**config.mk**
```make
export PLATFORM = sky130hd
export DESIGN_NAME = crs_remote_sched
export DESIGN_NICKNAME = d
export VERILOG_FILES = /design/src/crs_pkg.sv /design/src/crs_remote_sched.sv
export SDC_FILE = /design/constraint.sdc
export NUM_CORES = 1
export LEC_CHECK = 0
export ABC_AREA = 1
export BUFFER_PORTS_ARGS = -buffer_cell sky130_fd_sc_hd__buf_2
export CAP_MARGIN = 20
export CORE_UTILIZATION = 54
export DETAILED_ROUTE_END_ITERATION = 8
export GPL_TIMING_DRIVEN = 0
export MAX_ROUTING_LAYER = met4
export PLACE_DENSITY = 0.8
export SYNTH_ARGS = -nofsm -noshare
export SYNTH_HDL_FRONTEND = slang
export SYNTH_SLANG_ARGS = --single-unit
```
**constraint.sdc**
```tcl
create_clock -name clk -period 20 [get_ports clk]
set_clock_uncertainty 0.2 [all_clocks]
set_input_delay 4 -clock clk [delete_from_list [all_inputs] [get_ports clk]]
set_output_delay 4 -clock clk [all_outputs]
set_load 0.005 [all_outputs]
```
**src/crs_pkg.sv**
```systemverilog
// Purpose: Shared constants and types for the CAN remote-frame scheduler block
// Assumes: One 40 MHz clock; byte offsets on the plain register port
// Notes:   Session modes are software encodings held in the control register

package crs_pkg;

  // ****************************************
  // Register offsets
  // ****************************************
  localparam logic [7:0] CRS_OFF_CTRL     = 8'h00;
  localparam logic [7:0] CRS_OFF_ID       = 8'h04;
  localparam logic [7:0] CRS_OFF_INTERVAL = 8'h08;
  localparam logic [7:0] CRS_OFF_XCVR     = 8'h0c;
  localparam logic [7:0] CRS_OFF_EXTCFG   = 8'h10;
  localparam logic [7:0] CRS_OFF_STATUS   = 8'h14;
  localparam logic [7:0] CRS_OFF_MASK     = 8'h18;

  // ****************************************
  // Field positions
  // ****************************************
  localparam int CRS_CTRL_MODE_LSB = 0;
  localparam int CRS_CTRL_START    = 3;
  localparam int CRS_CTRL_OPEN     = 4;
  localparam int CRS_CTRL_EXT      = 5;
  localparam int CRS_ID_DLC_LSB    = 29;
  localparam int CRS_ST_RXDATA     = 0;
  localparam int CRS_ST_REMSENT    = 1;
  localparam int CRS_ST_DATASENT   = 2;
  localparam int CRS_ST_WAKE       = 3;
  localparam int CRS_ST_OVERRUN    = 4;
  localparam int CRS_NUM_EVT       = 5;

  // ****************************************
  // Reset values
  // ****************************************
  localparam logic [31:0] CRS_RST_INTERVAL = 32'h0000_9c40;
  localparam logic [31:0] CRS_RST_EXTCFG   = 32'h0000_0000;

  // ****************************************
  // Session mode and transceiver request codes
  // ****************************************
  localparam logic [2:0] CRS_MODE_IDLE     = 3'h0;
  localparam logic [2:0] CRS_MODE_CYCREMIN = 3'h1;
  localparam logic [2:0] CRS_MODE_EVTREMIN = 3'h2;
  localparam logic [2:0] CRS_MODE_CYCREMOUT = 3'h3;
  localparam logic [2:0] CRS_MODE_EVTREMOUT = 3'h4;
  localparam logic [2:0] CRS_MODE_STREAMIN = 3'h5;
  localparam logic [2:0] CRS_MODE_STREAMOUT = 3'h6;

  localparam logic [2:0] CRS_XREQ_NORMAL = 3'h1;
  localparam logic [2:0] CRS_XREQ_SLEEP  = 3'h2;
  localparam logic [2:0] CRS_XREQ_WAKE   = 3'h3;
  localparam logic [2:0] CRS_XREQ_FAST   = 3'h4;

  typedef enum logic [2:0] {
    XS_POWER_ON, XS_NORMAL, XS_SLEEP, XS_SOFT_WAKE, XS_SOFT_FAST
  } crs_xstate_t;

  typedef struct packed {
    logic [28:0] id;
    logic        rtr;
    logic [3:0]  dlc;
    logic [63:0] data;
  } crs_frame_t;

endpackage : crs_pkg

```
**src/crs_remote_sched.sv**
```systemverilog
// Purpose: Remote-frame scheduling, held-answer transmit and transceiver control
// Assumes: CAN controller logic on the same clock; wakeup pattern arrives from a pin
// Notes:   Host write and read calls are frame ports; configuration is on a plain port
//
// What this block does
// - Periodic remote input: remote frame at start, then one every interval, no writes.
// - Remote timer runs regardless of whether answering data frames arrive.
// - Remote input modes capture matching data frames for the next host read.
// - Remote output modes hold host-written data until a matching remote frame.
// - Matching remote frame sends pending data at once, never reaches host read.
// - Event remote input: host write is a trigger only, payload discarded.
// - Event remote input: a host write sets one pending remote frame; writes while one is pending merge.
// - Stream modes pass data and remote frames through unchanged, no timing.
// - Event remote output answers irregular remote requests like periodic output.
// - On-board or external transceiver selectable, external gets configured control.
// - Transceiver has five states; power-on on reset or session close; start to normal.
// - Normal request moves to normal from power-on, sleep, soft wake, soft fast.
// - Sleep request moves to sleep only from normal or soft wake.
// - Wakeup pattern in sleep returns to normal without a request.
// - Soft wake request works from power-on, normal or sleep.
// - Soft fast request works from power-on, normal, sleep or soft wake.
//
// The register addresses and the plain strobed port were chosen for this implementation.

`timescale 1ns/10ps

module crs_remote_sched
  import crs_pkg::*;
(
  // Clock and reset
  input  wire logic        clk,
  input  wire logic        reset_n,
  // Register port
  input  wire logic [7:0]  regAddr,
  input  wire logic [31:0] regWrData,
  input  wire logic        regWrEn,
  input  wire logic        regRdEn,
  output logic [31:0]      regRdData,
  // Host write call and read call
  input  wire logic        hostWrValid,
  input  wire crs_frame_t  hostWrFrame,
  output crs_frame_t       hostRdFrame,
  output logic             hostRdValid,
  input  wire logic        hostRdAck,
  // CAN controller side
  input  wire logic        rxValid,
  input  wire crs_frame_t  rxFrame,
  output logic             txValid,
  output crs_frame_t       txFrame,
  input  wire logic        txDone,
  // Transceiver pins and control
  input  wire logic        wakePin,
  output crs_xstate_t      xcvrState,
  output logic             xcvrExtSel,
  output logic [31:0]      xcvrExtCfg,
  // Interrupt
  output logic             irq
);

  // ****************************************
  // Reset release and pin synchroniser
  // ****************************************
  logic [1:0] rstSync_r;
  logic       rstN;

  always_ff @(posedge clk or negedge reset_n) begin
    if (!reset_n) begin
      rstSync_r <= 2'h0;
    end else begin
      rstSync_r <= {rstSync_r[0], 1'b1};
    end
  end
  assign rstN = rstSync_r[1];

  // A change only counts once the second and third stages agree
  logic [2:0] wakeSync_r;
  logic       wakeLvl_r;

  always_ff @(posedge clk or negedge rstN) begin
    if (!rstN) begin
      wakeSync_r <= 3'h0;
      wakeLvl_r  <= 1'b0;
    end else begin
      wakeSync_r <= {wakeSync_r[1:0], wakePin};
      if (wakeSync_r[1] == wakeSync_r[2]) begin
        wakeLvl_r <= wakeSync_r[2];
      end
    end
  end

  // ****************************************
  // Configuration registers
  // ****************************************
  logic [31:0] ctrl_r;
  logic [31:0] idCfg_r;
  logic [31:0] interval_r;
  logic [31:0] extCfg_r;
  logic [CRS_NUM_EVT-1:0] status_r;
  logic [CRS_NUM_EVT-1:0] mask_r;
  logic [CRS_NUM_EVT-1:0] evt;
  logic        wrCtrl;
  logic        wrXcvr;

  assign wrCtrl = regWrEn && (regAddr == CRS_OFF_CTRL);
  assign wrXcvr = regWrEn && (regAddr == CRS_OFF_XCVR);

  always_ff @(posedge clk or negedge rstN) begin
    if (!rstN) begin
      ctrl_r     <= 32'h0;
      idCfg_r    <= 32'h0;
      interval_r <= CRS_RST_INTERVAL;
      extCfg_r   <= CRS_RST_EXTCFG;
      mask_r     <= '0;
    end else if (regWrEn) begin
      case (regAddr)
        CRS_OFF_CTRL:     ctrl_r     <= regWrData;
        CRS_OFF_ID:       idCfg_r    <= regWrData;
        CRS_OFF_INTERVAL: interval_r <= regWrData;
        CRS_OFF_EXTCFG:   extCfg_r   <= regWrData;
        CRS_OFF_MASK:     mask_r     <= regWrData[CRS_NUM_EVT-1:0];
        default: ;
      endcase
    end
  end

  logic [2:0]  mode;
  logic        running;
  logic        running_r;
  logic        sessOpen_r;
  logic [28:0] cfgId;
  logic        remInMode;
  logic        remOutMode;
  logic        streamMode;

  assign mode       = ctrl_r[CRS_CTRL_MODE_LSB +: 3];
  assign running    = ctrl_r[CRS_CTRL_START] && ctrl_r[CRS_CTRL_OPEN];
  assign cfgId      = idCfg_r[28:0];
  assign remInMode  = (mode == CRS_MODE_CYCREMIN) || (mode == CRS_MODE_EVTREMIN);
  assign remOutMode = (mode == CRS_MODE_CYCREMOUT) || (mode == CRS_MODE_EVTREMOUT);
  assign streamMode = (mode == CRS_MODE_STREAMIN) || (mode == CRS_MODE_STREAMOUT);

  always_ff @(posedge clk or negedge rstN) begin
    if (!rstN) begin
      running_r  <= 1'b0;
      sessOpen_r <= 1'b0;
    end else begin
      running_r  <= running;
      sessOpen_r <= ctrl_r[CRS_CTRL_OPEN];
    end
  end

  function automatic logic idMatch(input crs_frame_t f, input logic [28:0] id);
    return f.id == id;
  endfunction : idMatch

  // ****************************************
  // Remote request scheduling
  // ****************************************
  logic [31:0] remTimer_r;
  logic        remPend_r;
  logic        remLaunch;
  logic        dataLaunch;
  logic        dataPend_r;
  logic        cycTick;
  logic        startEdge;

  assign startEdge = running && !running_r;
  assign cycTick   = (mode == CRS_MODE_CYCREMIN) && running && (remTimer_r == 32'h2);

  always_ff @(posedge clk or negedge rstN) begin
    if (!rstN) begin
      remTimer_r <= 32'h0;
    end else if (!running || mode != CRS_MODE_CYCREMIN) begin
      remTimer_r <= 32'h0;
    end else if (remLaunch) begin
      // Tick fires at two since the pending stage adds a cycle; below two acts as two
      remTimer_r <= (interval_r < 32'h2) ? 32'h2 : interval_r;
    end else if (remTimer_r != 32'h0) begin
      remTimer_r <= remTimer_r - 32'h1;
    end
  end

  // First request at start, then per tick
  // A write only triggers; writes while pending merge
  always_ff @(posedge clk or negedge rstN) begin
    if (!rstN) begin
      remPend_r <= 1'b0;
    end else if ((mode == CRS_MODE_CYCREMIN && (startEdge || cycTick)) ||
                 (mode == CRS_MODE_EVTREMIN && running && hostWrValid)) begin
      remPend_r <= 1'b1;
    end else if (remLaunch || !running) begin
      remPend_r <= 1'b0;
    end
  end

  // ****************************************
  // Held answer and stream write path
  // ****************************************
  crs_frame_t holdFrame_r;
  logic       holdValid_r;
  logic       remMatch;

  // Matching request picked off the receive path
  assign remMatch = remOutMode && running && rxValid && rxFrame.rtr && idMatch(rxFrame, cfgId);

  // Store only; remote out payload waits here
  always_ff @(posedge clk or negedge rstN) begin
    if (!rstN) begin
      holdFrame_r <= '0;
      holdValid_r <= 1'b0;
    end else if (!ctrl_r[CRS_CTRL_OPEN]) begin
      holdValid_r <= 1'b0;
    end else if (hostWrValid && (remOutMode || mode == CRS_MODE_STREAMOUT)) begin
      holdFrame_r <= hostWrFrame;
      if (remOutMode) begin
        holdFrame_r.id  <= cfgId;
        holdFrame_r.rtr <= 1'b0;
      end
      holdValid_r <= 1'b1;
    end else if (dataLaunch && mode == CRS_MODE_STREAMOUT) begin
      holdValid_r <= 1'b0;
    end
  end

  // Send at once; stream writes go straight out
  always_ff @(posedge clk or negedge rstN) begin
    if (!rstN) begin
      dataPend_r <= 1'b0;
    end else if ((remMatch && holdValid_r) ||
                 (mode == CRS_MODE_STREAMOUT && running && hostWrValid)) begin
      dataPend_r <= 1'b1;
    end else if (dataLaunch || !running) begin
      dataPend_r <= 1'b0;
    end
  end

  // ****************************************
  // Transmit slot
  // ****************************************
  assign remLaunch  = !txValid && remPend_r && !dataPend_r;
  assign dataLaunch = !txValid && dataPend_r;

  always_ff @(posedge clk or negedge rstN) begin
    if (!rstN) begin
      txValid <= 1'b0;
      txFrame <= '0;
    end else if (dataLaunch) begin
      txValid <= 1'b1;
      txFrame <= holdFrame_r;
    end else if (remLaunch) begin
      txValid      <= 1'b1;
      txFrame.id   <= cfgId;
      txFrame.rtr  <= 1'b1;
      txFrame.dlc  <= idCfg_r[CRS_ID_DLC_LSB +: 3] == 3'h0 ? 4'h0 : {1'b0, idCfg_r[31:29]};
      txFrame.data <= 64'h0;
    end else if (txDone) begin
      txValid <= 1'b0;
    end
  end

  // ****************************************
  // Host read path
  // ****************************************
  logic rxTake;

  // Matching data in remote input; everything in stream input
  assign rxTake = running && rxValid &&
                  ((remInMode && !rxFrame.rtr && idMatch(rxFrame, cfgId)) ||
                   mode == CRS_MODE_STREAMIN);

  always_ff @(posedge clk or negedge rstN) begin
    if (!rstN) begin
      hostRdFrame <= '0;
      hostRdValid <= 1'b0;
    end else if (rxTake) begin
      hostRdFrame <= rxFrame;
      hostRdValid <= 1'b1;
    end else if (hostRdAck) begin
      hostRdValid <= 1'b0;
    end
  end

  // ****************************************
  // Transceiver state machine
  // ****************************************
  logic wakeLvlD_r;
  logic wakeRise;

  always_ff @(posedge clk or negedge rstN) begin
    if (!rstN) begin
      wakeLvlD_r <= 1'b0;
    end else begin
      wakeLvlD_r <= wakeLvl_r;
    end
  end
  assign wakeRise = wakeLvl_r && !wakeLvlD_r;

  logic [2:0] xReq;
  assign xReq = regWrData[2:0];

  always_ff @(posedge clk or negedge rstN) begin
    if (!rstN) begin
      xcvrState <= XS_POWER_ON;
    end else if (sessOpen_r && !ctrl_r[CRS_CTRL_OPEN]) begin
      xcvrState <= XS_POWER_ON;
    end else if (wrXcvr && xReq == CRS_XREQ_FAST) begin
      xcvrState <= XS_SOFT_FAST;
    end else if (wrXcvr && xReq == CRS_XREQ_NORMAL) begin
      xcvrState <= XS_NORMAL;
    end else begin
      case (xcvrState)
        XS_POWER_ON: begin
          if (startEdge) begin
            xcvrState <= XS_NORMAL;
          end else if (wrXcvr && xReq == CRS_XREQ_WAKE) begin
            xcvrState <= XS_SOFT_WAKE;
          end
        end
        XS_NORMAL: begin
          if (wrXcvr && xReq == CRS_XREQ_SLEEP) begin
            xcvrState <= XS_SLEEP;
          end else if (wrXcvr && xReq == CRS_XREQ_WAKE) begin
            xcvrState <= XS_SOFT_WAKE;
          end
        end
        XS_SLEEP: begin
          if (wakeRise) begin
            xcvrState <= XS_NORMAL;
          end else if (wrXcvr && xReq == CRS_XREQ_WAKE) begin
            xcvrState <= XS_SOFT_WAKE;
          end
        end
        XS_SOFT_WAKE: begin
          if (wrXcvr && xReq == CRS_XREQ_SLEEP) begin
            xcvrState <= XS_SLEEP;
          end
        end
        default: ;
      endcase
    end
  end

  always_ff @(posedge clk or negedge rstN) begin
    if (!rstN) begin
      xcvrExtSel <= 1'b0;
      xcvrExtCfg <= 32'h0;
    end else begin
      xcvrExtSel <= ctrl_r[CRS_CTRL_EXT];
      xcvrExtCfg <= ctrl_r[CRS_CTRL_EXT] ? extCfg_r : 32'h0;
    end
  end

  // ****************************************
  // Interrupt status and register reads
  // ****************************************
  always_comb begin
    evt = '0;
    evt[CRS_ST_RXDATA]   = rxTake;
    evt[CRS_ST_REMSENT]  = txDone && txFrame.rtr;
    evt[CRS_ST_DATASENT] = txDone && !txFrame.rtr;
    evt[CRS_ST_WAKE]     = wakeRise && xcvrState == XS_SLEEP;
    evt[CRS_ST_OVERRUN]  = rxTake && hostRdValid && !hostRdAck;
  end

  // Set beats a same-cycle write-one clear
  always_ff @(posedge clk or negedge rstN) begin
    if (!rstN) begin
      status_r <= '0;
    end else if (regWrEn && regAddr == CRS_OFF_STATUS) begin
      status_r <= (status_r & ~regWrData[CRS_NUM_EVT-1:0]) | evt;
    end else begin
      status_r <= status_r | evt;
    end
  end

  always_ff @(posedge clk or negedge rstN) begin
    if (!rstN) begin
      irq <= 1'b0;
    end else begin
      irq <= |(status_r & mask_r);
    end
  end

  always_ff @(posedge clk or negedge rstN) begin
    if (!rstN) begin
      regRdData <= 32'h0;
    end else if (regRdEn) begin
      case (regAddr)
        CRS_OFF_CTRL:     regRdData <= ctrl_r;
        CRS_OFF_ID:       regRdData <= idCfg_r;
        CRS_OFF_INTERVAL: regRdData <= interval_r;
        CRS_OFF_XCVR:     regRdData <= {29'h0, xcvrState};
        CRS_OFF_EXTCFG:   regRdData <= extCfg_r;
        CRS_OFF_STATUS:   regRdData <= {27'h0, status_r};
        CRS_OFF_MASK:     regRdData <= {27'h0, mask_r};
        default:          regRdData <= 32'h0;
      endcase
    end else begin
      regRdData <= 32'h0;
    end
  end
endmodule : crs_remote_sched

```
==> summary.txt, run 1 <==
status: completed
Fin. Hold Viols: 0
worst hold margin: 0.166 ns
nets@finish: 3524
CP startpoint kind: primary input
Final Power: 2.43 mW
largest net degree at the start of global routing: 76
Post-DRT Antenna Nets: 0
die area: 43700 µm²
CTS Root Cell: clkbuf_16
gpl congestion: 1.03
number of global-route vias before repair: 21400
switching power: 0.584 mW
Synthesis Warnings: 0
Setup-failing EPs final: 0
CTS Buf Count: 55
PwrDens: 84.9 nW/µm²
via count: 21600
Worst-Margin Slew: 0.960 ns
DR WL/cell: 20.8 µm
Finished Layout Cells: 3879
Logic pwr share: 6.4%
DR vias/cell: 5.56
Int Power: 1.84 mW
DRT iter0 DRCs: 2405
R2R depth: 6
port buffer count: 511
drt pass-1 iters: 8
time the worst path needs with I/O delays and setup: 5.67 ns
placed wire-length estimate: 61600 µm
CP required: 20.26 ns
Seq/Total Area, Yosys: 59.1%
Core ar.: 42100 µm²
Tcrit/Tclk final: 28.4%
Static Leak: 15.5 nW
area grow syn2layout: 23.5%
count of cell types in the netlist: 45
Hold Buf Count CTS: 0
final-layout fill cell count: 3459
Seq pwr share: 48.3%
drt total wl: 80700 µm
Critical Path End Type: register
worst-path fanout max: 10
clock share of power: 45.3%
# rows: 75
largest buffer count on any clock path: 3
DRC Markers: 0
maximum vdd drop: 0.0593 mV
Initial Util: 55.0%
MaxCap Viol Count: 0
clock-pin slew on the worst setup and hold paths: 0.07 ns
CTS tree: yes
initial antenna violation count: 16
Seq cells post-synth: 547
Reg2Reg Setup Slack: 17.49 ns
first-pass GRT wire length: 124000 µm
RSZ-0062 raised after global routing: false
Die X: 209 µm
clk_lat worst skew: 0.62 ns
PostCTS Resize Cnt: 0
Final Slew Violations: 0
dpl cells: 3758
Synth Cell Area: 23200 µm²
total track usage: 38.3%
I/O pins: 512
Syn Inst Count: 2700
crit path DAT: 5.94 ns
worst rel slew slack: 35.8%
Hold Path Class: register to register
Setup Buffers After CTS: 0
share of layout cells above drive strength 1: 21.0%
Hold Path Cell Cnt: 0
CTS Sinks: 547
GRT Residual Overflow: 0
Syn Nets: 2948
die height: 209 µm
FMAX: 176 MHz
Syn Area/Cell: 8.58 µm²
switch share: 24.0%
crit path kind: primary input to register
H-Tree Depth: 2
[worst paths after layout]
path,from,endpoint
max,regAddr[0],extCfg_r[0]
min,wakeSync_r[0],wakeSync_r[1]
max reg2reg,txValid,txFrame[92]
min reg2reg,wakeSync_r[0],wakeSync_r[1]
max in group asynchronous,reset_n,rstSync_r[1]
min in group asynchronous,rstSync_r[1],holdFrame_r[48]
[area by class of cell]
type                    count  area, µm²  area share, %
flip-flops and latches    547      13700           47.9
multi-input cells        1752       7820           27.3
repair buffers            519       2770           9.69
clock buffers              76       1630           5.69
inverters                 265        995           3.48
well taps                 539        674           2.36
plain buffers             136        652           2.28
clock inverters            26        310           1.09
diodes                     19       47.5          0.166
[layout by cell type (no fill, tap or decap), types with 9 or more instances in the layout]
master / n
clkinv_2: 11
nand3_1: 139
o21ai_0: 368
a41oi_1: 13
nand2_1: 841
a21oi_1: 91
o22ai_1: 13
nor2_1: 162
clkbuf_8: 17
buf_6: 13
xnor2_1: 9
inv_1: 253
xor2_1: 14
nor3_1: 13
o21ai_1: 32
inv_2: 10
clkbuf_16: 55
clkbuf_1: 90
diode_2: 19
nand4_1: 10
dfrtp_1: 541
buf_2: 543
[synth_stat cells (all sizes together)]
library cell,n,share of area (%)
xnor2,9,0.34
nand4,10,0.27
a21oi,91,2.0
nor3,14,0.32
a21boi,1,0.032
ha,3,0.16
o22ai,13,0.35
clkbuf,86,1.4
buf,50,1.4
a31o,1,0.038
o21bai,1,0.032
a221oi,1,0.038
o311ai,3,0.11
nor2,170,2.8
conb,1,0.016
or2,2,0.054
nand3b,1,0.032
a22o,2,0.076
dfrtp,542,59
o21ai,400,8.6
a211oi,6,0.19
dfstp,5,0.57
inv,263,4.3
o2111ai,1,0.038
o211ai,1,0.032
a31oi,3,0.081
o221ai,1,0.038
a41oi,13,0.49
nand2,845,14
maj3,1,0.043
nor3b,2,0.065
nand3,141,3.1
xor2,14,0.53
and2,1,0.027
clkinv,2,0.032
[registers in the layout (all words and copies together), names as in the netlist, 2 cells and up]
register and flops:
regRdData 32, idCfg_r 32, txFrame 98, holdFrame_r 98, xcvrExtCfg 32, mask_r 5
hostRdFrame 98, wakeSync_r 3, remTimer_r 32, xcvrState 3, extCfg_r 32, rstSync_r 2
interval_r 32, status_r 5, ctrl_r 32
[cell families (layout without fill, tap and decap cells)]
kind of cell	after synthesis	count (layout)	share of synthesized area, %
xor gates and xnor gates	23	23	0.870
and+or+nand+nor	1186	1186	20.5
DFF	547	547	59.1
adders and majority gates	4	4	0.205
buffers and inverters	401	1022	7.11
other	1	20	0.0162
AOI/OAI and AO/OA	538	538	12.2
[worst max-delay path, cell delays in order]
cell	delay, ns
buf_2	0.09
inv_1	0.04
nand2_1	0.13
nor3_1	0.08
nand2_1	0.09
clkinv_1	0.29
nand2_1	0.42
clkbuf_1	0.58
o21ai_0	0.19
[per-layer routing]
layer	vias up	wire length, µm	GRT usage [%]
met1	10500	31500	48.5
met2	1114	37700	58.9
met4	0	3810	17.4
met5	-	0	-
met3	210	7630	8.85
li1	9776	-	-
[stage by stage]
step / utilization (%) / setup slack, ns / area [µm²] / setup TNS [ns]
detailed placement: 63.1 / 13.78 / 26600 / 0
global route: 67.8 / 14.22 / 28600 / 0
finish: 67.8 / 14.33 / 28600 / 0
floorplan: - / 3.43 / 23200 / 0
CTS: 67.7 / 14.40 / 28500 / 0
global placement: 62.6 / -1.99 / 26400 / -1043.48
[power groups by stage]
stage          combinational, mW  sequential [mW]  clock (mW)
2_1_floorplan             0.0595             1.20           0
3_3_place_gp               0.125             1.21           0
3_5_place_dp               0.153             1.19           0
4_1_cts                    0.155             1.17        1.11
5_1_grt                    0.173             1.18        1.15
6_report                   0.155             1.17        1.10
Note: power is estimated with default switching activity, not from simulation.
==> run 2: changes to the inputs <==
- clock period: 20 -> 5.7 ns (I/O delays scaled with it)
==> summary.txt, run 2 (same netlist as run 1, synthesis figures left out) <==
slowest stage delay, CP: 0.59 ns
I/O pins: 512
number of global-route vias before repair: 21200
CP Cell Sequence: buf_2, inv_1, nand2_1, nor3_1, nand2_1, clkinv_1, nand2_1, clkbuf_1, nand2_1, o21ai_0
die height: 209 µm
share of layout cells above drive strength 1: 20.9%
placed wire-length estimate: 61700 µm
PwrDens: 305 nW/µm²
crit path kind: primary input to register
time the worst path needs with I/O delays and setup: 2.84 ns
Initial Util: 55.0%
first-pass GRT wire length: 123000 µm
crit path DAT: 3.16 ns
R2R depth: 6
total track usage: 38.2%
largest buffer count on any clock path: 3
initial antenna violation count: 14
CTS Buf Count: 56
die area: 43700 µm²
RSZ-0062 raised after global routing: false
FMAX: 352 MHz
Hold Path Class: register to async pin
Final Slew Violations: 0
largest net degree at the start of global routing: 74
CTS Sinks: 547
via count: 21700
CP required: 6.02 ns
Finished Layout Cells: 3875
worst rel slew slack: 35.9%
worst-path fanout max: 10
CP startpoint kind: primary input
most common cell after layout, fill and taps aside: nand2_1
most frequent cells in the layout: nand2_1, buf_2, dfrtp_1
CTS Root Cell: clkbuf_16
Setup Buffers After CTS: 0
drt pass-1 iters: 6
Die X: 209 µm
# rows: 75
DR vias/cell: 5.60
area grow syn2layout: 24.1%
Setup-failing EPs final: 0
Tcrit/Tclk final: 49.8%
Core ar.: 42100 µm²
clock-pin slew on the worst setup and hold paths: 0.06 ns
DRC Markers: 0
nets@finish: 3526
status: completed
Worst-Margin Slew: 0.957 ns
GRT Residual Overflow: 0
maximum vdd drop: 0.290 mV
Critical Path End Type: register
MaxCap Viol Count: 0
Static Leak: 15.6 nW
drt total wl: 80700 µm
CP most frequent cell: nand2_1
Fin. Hold Viols: 0
Hold Buf Count CTS: 0
CTS tree: yes
port buffer count: 511
clk_lat worst skew: 0.62 ns
DR WL/cell: 20.8 µm
Place WS: 2.33 ns
DRT iter0 DRCs: 2193
gpl congestion: 0.997
H-Tree Depth: 2
slack of the critical path: 2.86 ns
Post-DRT Antenna Nets: 0
worst hold margin: 0.0969 ns
PostCTS Resize Cnt: 0
dpl cells: 3759
CP max stage cell: clkbuf_1
Largest regs: holdFrame_r: 98 flops, hostRdFrame: 98 flops, txFrame: 98 flops
[run 2: metal layers]
layer | wire length [µm] | vias to the layer above | part of all wire (%) | global-route usage (%)
li1 | - | 9796 | - | -
met1 | 32500 | 10600 | 40 | 49.2
met2 | 37100 | 1101 | 46 | 57.3
met3 | 7100 | 222 | 8.8 | 8.48
met4 | 4020 | 0 | 5.0 | 18.8
met5 | 0 | - | 0 | -
[run 2: worst max-delay path, delay by kind of cell]
family | cells | cell delay [ns]
buffers and inverters | 4 | 0.99
AO/OA/AOI/OAI | 1 | 0.12
AND/OR/NAND/NOR | 5 | 0.90
[run 2: stage by stage]
step | area, µm² | util, % | TNS, ns | power [mW]
5_1_grt | 28700 | 68.2 | 0 | 9.00
2_1_floorplan | 23200 | - | 0 | 4.41
3_3_place_gp | 26400 | 62.6 | -820.85 | 4.68
3_5_place_dp | 26600 | 63.2 | 0 | 4.72
6_report | 28700 | 68.2 | 0 | 8.77
4_1_cts | 28700 | 68.1 | 0 | 8.79
[run 2: cell type report]
cell class	count	area [µm²]
Tap cell	539	674
Multi-Input combinational cell	1752	7820
Clock buffer	85	1720
Fill cell	3436	13400
Antenna cell	14	35.0
Clock inverter	17	345
Buffer	136	652
Sequential cell	547	13700
Inverter	265	995
Timing Repair Buffer	520	2810
[run 2: power by group]
part           total, mW  internal [mW]  switching (mW)  leakage, nW
Sequential          4.11           4.01           0.109         7.08
Combinational      0.551          0.205           0.346         7.51
Clock               4.10           2.52            1.58         1.02
[run 2: final timing paths]
kind,startpoint,slack (ns),to
min reg2reg,rstSync_r[1],0.1,holdFrame_r[47]
min in group clk,rstSync_r[0],0.17,rstSync_r[1]
max reg2reg,ctrl_r[4],3.17,hostRdFrame[88]
max,regAddr[0],2.86,extCfg_r[29]
min,rstSync_r[1],0.1,holdFrame_r[47]
max in group asynchronous,rstSync_r[1],3.58,xcvrExtCfg[22]
